`src/design/vrt_pkg.sv`:
```
// Package: constants and carrier types for the vector, reset and trap logic
package vrt_pkg;
	// ==========================================================
	// Interrupt numbering
	localparam int NUM_SRC = 54;
	localparam int IDX_W = 6;
	localparam logic [7:0] IRQ_VECTOR_OFFSET = 8'h08;
	localparam logic [IDX_W-1:0] EXT_REQ0_NUM = 6'h00;
	localparam logic [IDX_W-1:0] SERIAL1_RX_NUM = 6'h09;
	localparam logic [IDX_W-1:0] SERIAL1_TX_NUM = 6'h0a;
	localparam logic [2:0] LEVEL_OFF = 3'h0;
	localparam logic [3:0] LEVEL_MAX_MASKABLE = 4'h7;

	// ==========================================================
	// Trap levels
	localparam int NUM_TRAP = 8;
	localparam logic [3:0] TRAP_LEVEL_BASE = 4'h8;
	localparam logic [2:0] ADDR_ERR_IDX = 3'h4;

	// ==========================================================
	// Program memory
	localparam int PC_W = 24;
	localparam logic [PC_W-1:0] BOOT_GOTO_ADDR = 24'h000000;
	localparam logic [PC_W-1:0] BOOT_TARGET_ADDR = 24'h000002;
	localparam logic [PC_W-1:0] VECTOR_SPACE_END = 24'h000100;
	localparam logic [PC_W-1:0] PROG_MEM_END_DEFAULT = 24'h008000;

	// ==========================================================
	// Device reset pulse
	localparam logic [3:0] DEV_RESET_CYCLES = 4'h4;

	typedef enum logic [1:0] {
		BOOT_GOTO,
		BOOT_TARGET,
		BOOT_RUN
	} vrt_boot_e;

	typedef struct packed {
		logic watchdog;
		logic uninit_wreg;
		logic illegal_op;
		logic supply_dip;
		logic lockout;
	} vrt_reset_cause_s;

	typedef struct packed {
		logic valid;
		logic [IDX_W-1:0] number;
		logic [7:0] vector;
		logic [2:0] level;
	} vrt_irq_grant_s;

	typedef struct packed {
		logic valid;
		logic [3:0] level;
		logic [2:0] vector;
	} vrt_trap_grant_s;
endpackage : vrt_pkg

```
`src/design/vrt_ctrl.sv`:
```
// Vector mapping, device reset sources, reset start-up and trap priority logic
`timescale 1ns/1ps
`default_nettype none
module vrt_ctrl #(
	parameter logic [23:0] PROG_MEM_END = vrt_pkg::PROG_MEM_END_DEFAULT
) (
	input wire logic clk_i,
	input wire logic rst_n_i,
	input wire logic [vrt_pkg::NUM_SRC-1:0] irq_flag_i,
	input wire logic [vrt_pkg::NUM_SRC-1:0] irq_enable_i,
	input wire logic [3*vrt_pkg::NUM_SRC-1:0] irq_level_i,
	input wire logic external_request_zero_i,
	input wire logic serial1_receive_request_i,
	input wire logic serial1_transmit_request_i,
	input wire logic [3:0] cpu_priority_level_i,
	input wire logic [vrt_pkg::NUM_TRAP-1:0] trap_req_i,
	input wire logic insn_done_i,
	input wire logic trap_ack_i,
	input wire logic trap_return_i,
	input wire logic trap_vec_taken_i,
	input wire logic [vrt_pkg::PC_W-1:0] trap_vec_addr_i,
	input wire logic watchdog_expired_i,
	input wire logic uninit_wreg_ptr_i,
	input wire logic illegal_opcode_exec_i,
	input wire logic insn_flushed_i,
	input wire logic supply_dip_reset_i,
	input wire logic boot_word_valid_i,
	input wire logic [vrt_pkg::PC_W-1:0] boot_word_i,
	output var vrt_pkg::vrt_irq_grant_s irq_grant_o,
	output var vrt_pkg::vrt_trap_grant_s trap_grant_o,
	output logic priority_top_bit_o,
	output logic dev_reset_o,
	output var vrt_pkg::vrt_reset_cause_s reset_cause_o,
	output logic boot_fetch_req_o,
	output logic [vrt_pkg::PC_W-1:0] boot_fetch_addr_o,
	output logic start_valid_o,
	output logic [vrt_pkg::PC_W-1:0] start_addr_o
);
	import vrt_pkg::*;

	// ==========================================================
	// Supply dip synchroniser
	// The detector sits in the analog domain, so it passes three stages
	logic dip_s1_q, dip_s2_q, dip_s3_q, dip_q;

	always_ff @(posedge clk_i) begin
		if (!rst_n_i) begin
			dip_s1_q <= 1'b0;
			dip_s2_q <= 1'b0;
			dip_s3_q <= 1'b0;
			dip_q <= 1'b0;
		end else begin
			dip_s1_q <= supply_dip_reset_i;
			dip_s2_q <= dip_s1_q;
			dip_s3_q <= dip_s2_q;
			if (dip_s2_q == dip_s3_q) begin
				dip_q <= dip_s3_q;
			end
		end
	end

	// ==========================================================
	// Device reset sources
	vrt_reset_cause_s cause_d;
	logic soft_rst;
	logic [3:0] rst_cnt_q;

	always_comb begin
		cause_d.watchdog = watchdog_expired_i;
		cause_d.uninit_wreg = uninit_wreg_ptr_i;
		cause_d.illegal_op = illegal_opcode_exec_i & ~insn_flushed_i;
		cause_d.supply_dip = dip_q;
		cause_d.lockout = ($countones(trap_req_i) > 1);
	end

	assign soft_rst = dev_reset_o;

	// Exactly these five causes start the reset pulse
	always_ff @(posedge clk_i) begin
		if (!rst_n_i) begin
			dev_reset_o <= 1'b0;
			rst_cnt_q <= 4'h0;
			reset_cause_o <= '0;
		end else if (|cause_d) begin
			dev_reset_o <= 1'b1;
			rst_cnt_q <= DEV_RESET_CYCLES;
			reset_cause_o <= cause_d;
		end else if (rst_cnt_q != 4'h0) begin
			rst_cnt_q <= rst_cnt_q - 4'h1;
			dev_reset_o <= (rst_cnt_q != 4'h1);
		end else begin
			dev_reset_o <= 1'b0;
		end
	end

	// ==========================================================
	// Start-up sequence
	// Interrupts stay quiet until the start address is reached
	vrt_boot_e boot_st_q;

	always_ff @(posedge clk_i) begin
		if (!rst_n_i || soft_rst) begin
			boot_st_q <= BOOT_GOTO;
			boot_fetch_req_o <= 1'b1;
			boot_fetch_addr_o <= BOOT_GOTO_ADDR;
			start_valid_o <= 1'b0;
			start_addr_o <= BOOT_GOTO_ADDR;
		end else begin
			start_valid_o <= 1'b0;
			unique case (boot_st_q)
				BOOT_GOTO: begin
					if (boot_word_valid_i) begin
						boot_st_q <= BOOT_TARGET;
						boot_fetch_addr_o <= BOOT_TARGET_ADDR;
					end
				end
				BOOT_TARGET: begin
					if (boot_word_valid_i) begin
						boot_st_q <= BOOT_RUN;
						boot_fetch_req_o <= 1'b0;
						start_valid_o <= 1'b1;
						start_addr_o <= boot_word_i;
					end
				end
				BOOT_RUN: begin
				end
			endcase
		end
	end

	// ==========================================================
	// Interrupt arbitration
	logic [NUM_SRC-1:0] src_req;
	logic [2:0] best_lvl;
	logic [IDX_W-1:0] best_idx;
	logic best_valid;

	always_comb begin
		src_req = irq_flag_i & irq_enable_i;
		src_req[EXT_REQ0_NUM] = external_request_zero_i & irq_enable_i[EXT_REQ0_NUM];
		src_req[SERIAL1_RX_NUM] = serial1_receive_request_i & irq_enable_i[SERIAL1_RX_NUM];
		src_req[SERIAL1_TX_NUM] = serial1_transmit_request_i & irq_enable_i[SERIAL1_TX_NUM];
		best_lvl = LEVEL_OFF;
		best_idx = '0;
		// Strict compare keeps the lowest number on a tie
		for (int i = 0; i < NUM_SRC; i++) begin
			if (src_req[i] && (irq_level_i[3*i +: 3] > best_lvl)) begin
				best_lvl = irq_level_i[3*i +: 3];
				best_idx = IDX_W'(i);
			end
		end
		// A processor level of seven or a running trap masks everything
		best_valid = (best_lvl != LEVEL_OFF)
			&& ({1'b0, best_lvl} > cpu_priority_level_i);
	end

	always_ff @(posedge clk_i) begin
		if (!rst_n_i || soft_rst) begin
			irq_grant_o <= '0;
		end else begin
			irq_grant_o.valid <= best_valid && (boot_st_q == BOOT_RUN);
			irq_grant_o.number <= best_idx;
			irq_grant_o.vector <= {2'b00, best_idx} + IRQ_VECTOR_OFFSET;
			irq_grant_o.level <= best_lvl;
		end
	end

	// ==========================================================
	// Trap pending and fixed priority
	logic [NUM_TRAP-1:0] trap_pend_q;
	logic [NUM_TRAP-1:0] trap_set;
	logic [NUM_TRAP-1:0] trap_clr;
	logic bad_vec;
	logic [2:0] trap_idx;
	logic trap_any;
	logic trap_elig;

	assign bad_vec = trap_vec_taken_i
		&& ((trap_vec_addr_i < VECTOR_SPACE_END) || (trap_vec_addr_i >= PROG_MEM_END));

	always_comb begin
		trap_set = trap_req_i;
		trap_set[ADDR_ERR_IDX] = trap_req_i[ADDR_ERR_IDX] | bad_vec;
		trap_clr = '0;
		if (trap_ack_i && trap_grant_o.valid) begin
			trap_clr[trap_grant_o.vector] = 1'b1;
		end
		trap_idx = 3'h0;
		trap_any = 1'b0;
		// Higher index is higher level, so the last hit wins
		for (int t = 0; t < NUM_TRAP; t++) begin
			// A trap acknowledged this cycle must not be offered again at a boundary
			if (trap_pend_q[t] && !trap_clr[t]) begin
				trap_idx = 3'(t);
				trap_any = 1'b1;
			end
		end
		// No enable gates a trap; only an equal or higher trap holds it off
		trap_elig = trap_any && (({1'b0, trap_idx} + TRAP_LEVEL_BASE) > cpu_priority_level_i);
	end

	// A new event in the clearing cycle stays pending
	always_ff @(posedge clk_i) begin
		if (!rst_n_i || soft_rst) begin
			trap_pend_q <= '0;
		end else begin
			trap_pend_q <= (trap_pend_q & ~trap_clr) | trap_set;
		end
	end

	// Presented only at an instruction boundary, held until acknowledged
	always_ff @(posedge clk_i) begin
		if (!rst_n_i || soft_rst) begin
			trap_grant_o <= '0;
		end else if (insn_done_i && !(trap_grant_o.valid && !trap_ack_i)) begin
			trap_grant_o.valid <= trap_elig;
			trap_grant_o.vector <= trap_idx;
			trap_grant_o.level <= {1'b0, trap_idx} + TRAP_LEVEL_BASE;
		end else if (trap_ack_i) begin
			trap_grant_o.valid <= 1'b0;
		end
	end

	// Nesting depth tracks how long the top bit must stay set
	logic [3:0] trap_depth_q;

	always_ff @(posedge clk_i) begin
		if (!rst_n_i || soft_rst) begin
			trap_depth_q <= 4'h0;
			priority_top_bit_o <= 1'b0;
		end else begin
			if (trap_ack_i && trap_grant_o.valid && !trap_return_i) begin
				trap_depth_q <= trap_depth_q + 4'h1;
				priority_top_bit_o <= 1'b1;
			end else if (trap_return_i && !(trap_ack_i && trap_grant_o.valid)
				&& trap_depth_q != 4'h0) begin
				trap_depth_q <= trap_depth_q - 4'h1;
				priority_top_bit_o <= (trap_depth_q != 4'h1);
			end
		end
	end

	// ==========================================================
	// Checks
	AST_VECTOR_OFFSET: assert property (@(posedge clk_i) disable iff (!rst_n_i)
		irq_grant_o.valid |-> irq_grant_o.vector == {2'b00, irq_grant_o.number} + 8'h08)
		else $error("vector is not number plus eight");

	AST_SERIAL_RX: assert property (@(posedge clk_i) disable iff (!rst_n_i)
		(irq_grant_o.valid && irq_grant_o.number == 6'h09) |-> irq_grant_o.vector == 8'h11)
		else $error("serial receive vector wrong");

	AST_LEVEL_ABOVE_CPU: assert property (@(posedge clk_i) disable iff (!rst_n_i)
		irq_grant_o.valid |-> (irq_grant_o.level != 3'h0)
			&& ({1'b0, irq_grant_o.level} > $past(cpu_priority_level_i)))
		else $error("granted level not above processor level");

	AST_LEVEL_SEVEN_BLOCKS: assert property (@(posedge clk_i) disable iff (!rst_n_i)
		$past(cpu_priority_level_i) == 4'h7 |-> !irq_grant_o.valid)
		else $error("interrupt granted at processor level seven");

	AST_TIE_LOWEST: assert property (@(posedge clk_i) disable iff (!rst_n_i)
		(irq_grant_o.valid && $past(src_req[SERIAL1_RX_NUM])
			&& $past(irq_level_i[3*SERIAL1_RX_NUM +: 3]) == irq_grant_o.level)
			|-> irq_grant_o.number <= SERIAL1_RX_NUM)
		else $error("tie not won by lowest number");

	AST_WATCHDOG_RESET: assert property (@(posedge clk_i) disable iff (!rst_n_i)
		watchdog_expired_i |=> (dev_reset_o && reset_cause_o.watchdog) [*3])
		else $error("watchdog did not hold device reset");

	AST_FLUSHED_ILLEGAL: assert property (@(posedge clk_i) disable iff (!rst_n_i)
		(illegal_opcode_exec_i && insn_flushed_i && !watchdog_expired_i && !uninit_wreg_ptr_i
			&& !dip_q && $countones(trap_req_i) <= 1 && !dev_reset_o) |=> !dev_reset_o)
		else $error("flushed illegal opcode caused reset");

	AST_LOCKOUT: assert property (@(posedge clk_i) disable iff (!rst_n_i)
		$countones(trap_req_i) > 1 |=> dev_reset_o && reset_cause_o.lockout)
		else $error("lockout did not reset");

	AST_TRAP_AT_BOUNDARY: assert property (@(posedge clk_i) disable iff (!rst_n_i)
		$rose(trap_grant_o.valid) |-> $past(insn_done_i))
		else $error("trap presented off an instruction boundary");

	AST_TRAP_LEVEL: assert property (@(posedge clk_i) disable iff (!rst_n_i)
		trap_grant_o.valid |-> trap_grant_o.level[3] && trap_grant_o.level == {1'b1, trap_grant_o.vector})
		else $error("trap level outside eight to fifteen");

	AST_BAD_VECTOR: assert property (@(posedge clk_i) disable iff (!rst_n_i)
		(trap_vec_taken_i && trap_vec_addr_i < 24'h000100 && !soft_rst) |=> trap_pend_q[4])
		else $error("invalid vector did not raise address error");

	AST_BOOT_START: assert property (@(posedge clk_i) disable iff (!rst_n_i)
		(boot_st_q == BOOT_TARGET && boot_word_valid_i && !soft_rst)
			|=> start_valid_o && start_addr_o == $past(boot_word_i) ##1 !start_valid_o)
		else $error("start address not taken from target word");

	AST_PC_ZERO: assert property (@(posedge clk_i) disable iff (!rst_n_i)
		$fell(dev_reset_o) |-> boot_fetch_req_o && boot_fetch_addr_o == 24'h000000)
		else $error("start-up fetch not at zero");
endmodule // vrt_ctrl
`default_nettype wire

```
`config.mk`:
```
export PLATFORM = sky130hd
export DESIGN_NAME = vrt_ctrl
export DESIGN_NICKNAME = d
export VERILOG_FILES = /design/src/design/vrt_pkg.sv /design/src/design/vrt_ctrl.sv
export SDC_FILE = /design/constraint.sdc
export NUM_CORES = 1
export LEC_CHECK = 0
export BUFFER_PORTS_ARGS = -buffer_cell sky130_fd_sc_hd__buf_2
export CORE_UTILIZATION = 40
export CTS_BUF_LIST = sky130_fd_sc_hd__clkbuf_4
export DETAILED_ROUTE_END_ITERATION = 16
export HOLD_SLACK_MARGIN = 0.03
export PLACE_DENSITY = 0.76
export SLEW_MARGIN = 20
export SYNTH_ARGS = -nofsm -noshare
export SYNTH_HDL_FRONTEND = slang
export SYNTH_SLANG_ARGS = --single-unit
```
`constraint.sdc`:
```
create_clock -name clk_i -period 83.2 [get_ports clk_i]
set_input_delay 12.48 -clock clk_i [delete_from_list [all_inputs] [get_ports clk_i]]
set_output_delay 12.48 -clock clk_i [all_outputs]
set_load 0.01 [all_outputs]
```
==> metrics, run 1 <==
slowest cell on the critical path=or4_4; setup slack after layout=4150 ps; ys async rst share=0%; die width=around 170 um; Vias/cell=5.72; CTS sink count=75; most frequent cell after synthesis=nand2_1; Area contributors post-synth=dfxtp_1 (13%), ha_1 (8.0%), nand2_1 (7.2%), nor2_1 (6.8%), a21oi_1 (5.7%); post-synth top area cell=dfxtp_1; total grt overflow=0; Final #Nets=between 2000 and 3000; post-DP HPWL=~32 mm; number of port buffers=392; H-tree depth=3; slew margin rel.=42.8%; drt wl/cell=around 16 um; largest net degree at the start of global routing=between 50 and 60; share of cells above drive strength 1=about 29%; Worst-path clk slew=140 ps; CP max FO=6; DR iter-0 viols=between 900 and 1000; DRC errors left=0; Distinct cells, synth=~110; Layout fillers=around 2800; gpl congestion=0.936; Crit path buffers/inverters=14; Post-DRT Antenna Nets=0; DRT Pass-1 Iters=6; minimum clock period=79050 ps; vias in the first global route=12739; period utilisation layout=around 95%; CTS Buffer Depth=2; Multi-input gate area=9660 um2; actual slew at the worst max-slew pin=~860 ps; CP Capture Type=flop; Highest Clock Rate=approximately 0.013 GHz; Max IR drop VDD=0.00873 mV; HP Class=flop to flop; Power Total=about 0.00026 W; CP Class=input port to flop; Critical Path Max Stage Delay=between 500 and 600 ps; area growth from synthesis to layout=28.7%; WL final=between 30 and 40 mm; Avg Inst Size Synth=a little under 7 um2; via count=roughly 14000; Setup crit start kind=input port; TritonCTS clock tree=done; Final Max Slew Viols=0; CP arrival=79390 ps; Top Family by Delay on Critical Path=compound AO/OA/AOI/OAI gates; Post-CTS Hold Buffers=0; pre-CTS WS=-391 ps; area share of the largest cell type after synthesis=between 10% and 20%; Top Ports=428; GRT Util Overall=24.8%; most used cell, CP=ha_1; Worst EP required=roughly 84000 ps; status=completed; Max-Cap Viols=0; core area=around 28000 um2; initial core utilization=roughly 41%; final hold vios=0; storage element area=between 1500 and 2000 um2; Static Leak=between 6 and 7 nW; initial antenna violation count=9; worst skew pair latency=roughly 440 ps; ys flop type=dfxtp_1; total CTS buffers=9; first-pass GRT wire length=between 50 and 60 mm; die area=29000 um2; final setup violation count=0; Seq/Total Area, Yosys=13.3%; Mapped Cells=between 1500 and 2000; Synthesis Warnings=0; clock root buffer master=clkbuf_4; clk_skew=roughly 24 ps; Post-Synthesis Cell Area=about 11000 um2; Power Density=~18 nW/um2; Post-synth top cells=nand2_1 (216), nor2_1 (206), a21oi_1 (130); number of flops mapped to enable cells by yosys=0; # rows=61; number of synthesized register bits=75; chip height=between 150 and 200 um
-- area by class of cell --
cell class	instances	share of cell area (%)
multi-input combinational	1463	66.3
sequential	75	10.3
timing repair buffer	446	16.2
tap	378	3.24
clock buffer	9	0.463
antenna	7	0.120
inverter	116	2.99
clock inverter	7	0.378
-- logic make-up after synthesis --
kind of cell | share of synthesized area (%)
buffers and inverters | 6.84
other | 0.0331
and+or+nand+nor | 31.6
AOI/OAI and AO/OA | 35.7
muxes | 2.20
adders and majority gates | 9.92
DFF | 13.3
xor gates and xnor gates | 0.387
-- power breakdown --
part / internal, W / switching (W) / total [W]
clock: 0.00000655 / 0.0000144 / 0.0000209
sequential: 0.0000388 / 0.00000149 / 0.0000403
combinational: 0.0000896 / 0.000110 / 0.000200
total: 0.000135 / 0.000126 / 0.000261
-- layout by cell type (no fill, tap or decap), drive strengths merged, types with 19 or more instances in the layout --
cell	Yosys	routed
o211ai	25	25
ha	72	72
a21oi	131	131
nor2	207	207
o22ai	20	20
dfxtp	75	75
nor3	31	31
o21ai	93	93
conb	1	25
nand2b	19	19
a31oi	32	32
nand3	91	91
o21a	20	20
buf	38	446
nand2	216	216
inv	116	120
and3	47	47
or2	20	20
nor2b	22	22
a21o	19	19
and2	49	49
a211oi	21	21
o31ai	24	24
-- layer usage --
metal	wire length, um	GRT usage (%)	up-vias
met5	23	0	-
met4	1020	9.44	4
met3	2360	3.28	77
met2	19200	44.9	562
met1	16400	29.6	6602
li1	-	-	7050
-- per-stage QoR --
| stage | cell area, um2 | std cells | setup TNS (ps) | hold WS [ps] | utilization, % |
|---|---|---|---|---|---|
| after floorplan | 11400 | 1709 | 0 | 412 | - |
| after global placement | 13700 | 2448 | 0 | 421 | 49.2 |
| after CTS | 13800 | 2464 | 0 | 457 | 49.6 |
| after global routing | 14600 | 2501 | -2050 | 457 | 52.3 |
| final | 14600 | 2501 | 0 | 451 | 52.3 |
| after detailed placement | 13700 | 2448 | -697 | 421 | 49.2 |
-- registers in the layout, summed over array words and instances (netlist names), 2 cells and up --
name	flops
boot_st_q	2
irq_grant_o	14
reset_cause_o	5
rst_cnt_q	4
start_addr_o	24
trap_depth_q	4
trap_grant_o	5
trap_pend_q	8
-- final timing paths --
check                                from              end  slack [ps]  cells past startpoint
setup / recovery  external_request_zero_i  irq_grant_o[17]        4150                    378
hold / removal                   dip_s1_q         dip_s2_q         450                      1
setup reg to reg          trap_grant_o[5]  trap_grant_o[7]       80670                     12
hold reg to reg                  dip_s1_q         dip_s2_q         450                      1
-- what timing repair did --
action                                  4_1_cts  5_1_grt
buffers inserted                              0       30
gates resized for setup                       1      114
pin swaps                                     0       33
endpoints found under the setup margin        1       13
No activity file was read; power rests on OpenSTA's default activity.
==> inputs of run 2 (changes only) <==
==> constraint.sdc (replaced) <==
create_clock -name clk_i -period 95.7 [get_ports clk_i]
set_input_delay 14.355 -clock clk_i [delete_from_list [all_inputs] [get_ports clk_i]]
set_output_delay 14.355 -clock clk_i [all_outputs]
set_load 0.01 [all_outputs]
==> run 2 against run 1 <==
- total power fell by 20%
- critical path type unchanged
- sequential share of layout area rose by 0.64 points
- largest power group unchanged
- final cell count shrank 2.0%
- via count shrank 2.5%
- count of clock-buffer cells in the layout is 1 higher
==> metrics, run 2 (synthesized netlist as in run 1, its figures left out) <==
RSZ-0062 raised after global routing=false; core area=27900 um2 (unchanged); Final Max Slew Viols=0 (unchanged); Finished Layout Cells=2450 (-2.0%); chip height=170 um (unchanged); total CTS buffers=9 (unchanged); CP Capture Type=flop; HP Class=flop to flop; Final Util=49.3% (-3.1 points); minimum clock period=between 80000 and 90000 ps; Max IR drop VDD=0.00628 mV (-28%); largest net degree at the start of global routing=55 (unchanged); WL final=37.1 mm (-4.7%); DRC errors left=0 (unchanged); TritonCTS clock tree=done; CP Class=input port to flop; H-tree depth=3 (unchanged); Post-CTS Hold Buffers=0 (unchanged); DR iter-0 viols=823 (-10%); Critical Path Max Stage Delay=760 ps (+210 ps); # rows=61 (unchanged); post-CTS sizing=0 (-1); commonest non-fill, non-tap cell in the layout=buf_2; Largest Register=start_addr_o; post-DP HPWL=31.8 mm (-1.4%); Top Family by Delay on Critical Path=compound AO/OA/AOI/OAI gates; vias in the first global route=12407 (-2.6%); Worst Setup SP=external_request_zero_i; die area=29000 um2 (unchanged); Highest Clock Rate=roughly 0.011 GHz; slew margin rel.=38.7% (-4.2 points); number of port buffers=392 (unchanged); biggest registers after layout=start_addr_o: 24 flops, irq_grant_o: 14 flops, trap_pend_q: 8 flops; area growth from synthesis to layout=21.2%; Final #Nets=2479 (-2.1%); Setup Buffers After CTS=0 (unchanged); clock root buffer master=clkbuf_4; share of cells above drive strength 1=23.3% (-5.5 points); die width=170 um (unchanged); final hold vios=0 (unchanged); design area=13700 um2 (-5.9%); Hold Path Origin=boot_fetch_req_o; setup slack after layout=8370 ps (+4220 ps); Max-Cap Viols=0 (unchanged); Setup crit start kind=input port; Post-Place Cell Area=13500 um2 (-1.3%); number of flip-flops in the largest register=24 (unchanged); Worst EP required=96040 ps (+12490 ps); status=completed; actual slew at the worst max-slew pin=909 ps (+52.9 ps); CP arrival=87670 ps (+8280 ps); reg2reg start=trap_grant_o[5]; Worst-path clk slew=130 ps (about the same); clk_skew=9.60 ps (-14.9 ps); drt wl/cell=15.1 um (-2.7%); Top Ports=428 (unchanged); most used cell, CP=nor2_1; Vias/cell=5.69 (-0.47%); slowest cell on the critical path=o311ai_0; via count=13938 (-2.5%); GRT Util Overall=23.9% (-0.90 points); Cells after DPL=2425 (-0.94%); pre-CTS WS=8520 ps (+8910 ps); Post-DRT Antenna Nets=0 (unchanged); Sum Neg Setup Slack=0 ps (unchanged); DRT Pass-1 Iters=5 (-1); CTS Buffer Depth=2 (unchanged); gpl congestion=0.926 (-1.1%); final setup violation count=0 (unchanged); CP max FO=14 (+8); period utilisation layout=roughly 91%; Static Leak=6.65 nW (-4.5%); worst skew pair latency=420 ps (-20 ps); first-pass GRT wire length=57.7 mm (-3.7%); Crit path buffers/inverters=12 (-2); total grt overflow=0 (unchanged); most frequent cells in the layout=buf_2 (392), nand2_1 (216), nor2_1 (206); initial core utilization=40.7% (unchanged); CTS sink count=75 (unchanged); Power Density=15.2 nW/um2 (-15%); initial antenna violation count=12 (+3)
run 2: final timing paths:
kind | end | slack [ps] | depth (start not counted)
setup / recovery | irq_grant_o[17] | 8370 | 367
setup reg to reg | trap_grant_o[7] | 93120 | 12
hold reg to reg | boot_fetch_req_o | 460 | 2
hold / removal | boot_fetch_req_o | 460 | 2
run 2: layout make-up:
type                       instances  area [um2]
antenna                            9        22.5
clock buffer                      10        75.1
clock inverter                     6        97.6
fill                            2846       14100
inverter                         116         435
multi-input combinational       1463        9150
sequential                        75        1500
tap                              378         473
timing repair buffer             393        1970
run 2: worst reg2reg max path, delay by kind of cell (launching register included):
kind / cells / cell delay [ps]
adder cells (fa/ha/maj): 1 / 310
flip-flops: 1 / 480
AO/OA/AOI/OAI: 7 / 1190
AND/OR/NAND/NOR: 4 / 470
run 2: stage by stage:
step | hold slack [ps] | power [W]
floorplan | 412 | 0.000146
global placement | 420 | 0.000179
detailed placement | 426 | 0.000184
CTS | 462 | 0.000208
global route | 481 | 0.000232
finish | 459 | 0.000208
run 2: layer usage:
layer,GRT usage (%),routed length [um],vias up
met5,0,30,-
met4,10.1,1260,6
met3,3.74,2390,81
met2,42.5,17800,552
met1,28.4,15700,6349
li1,-,-,6950
run 2: report_power, final:
| group | internal [W] | total [W] | switching (W) |
|---|---|---|---|
| combinational | 0.0000645 | 0.000150 | 0.0000855 |
| sequential | 0.0000337 | 0.0000350 | 0.00000130 |
| clock | 0.0000113 | 0.0000234 | 0.0000121 |
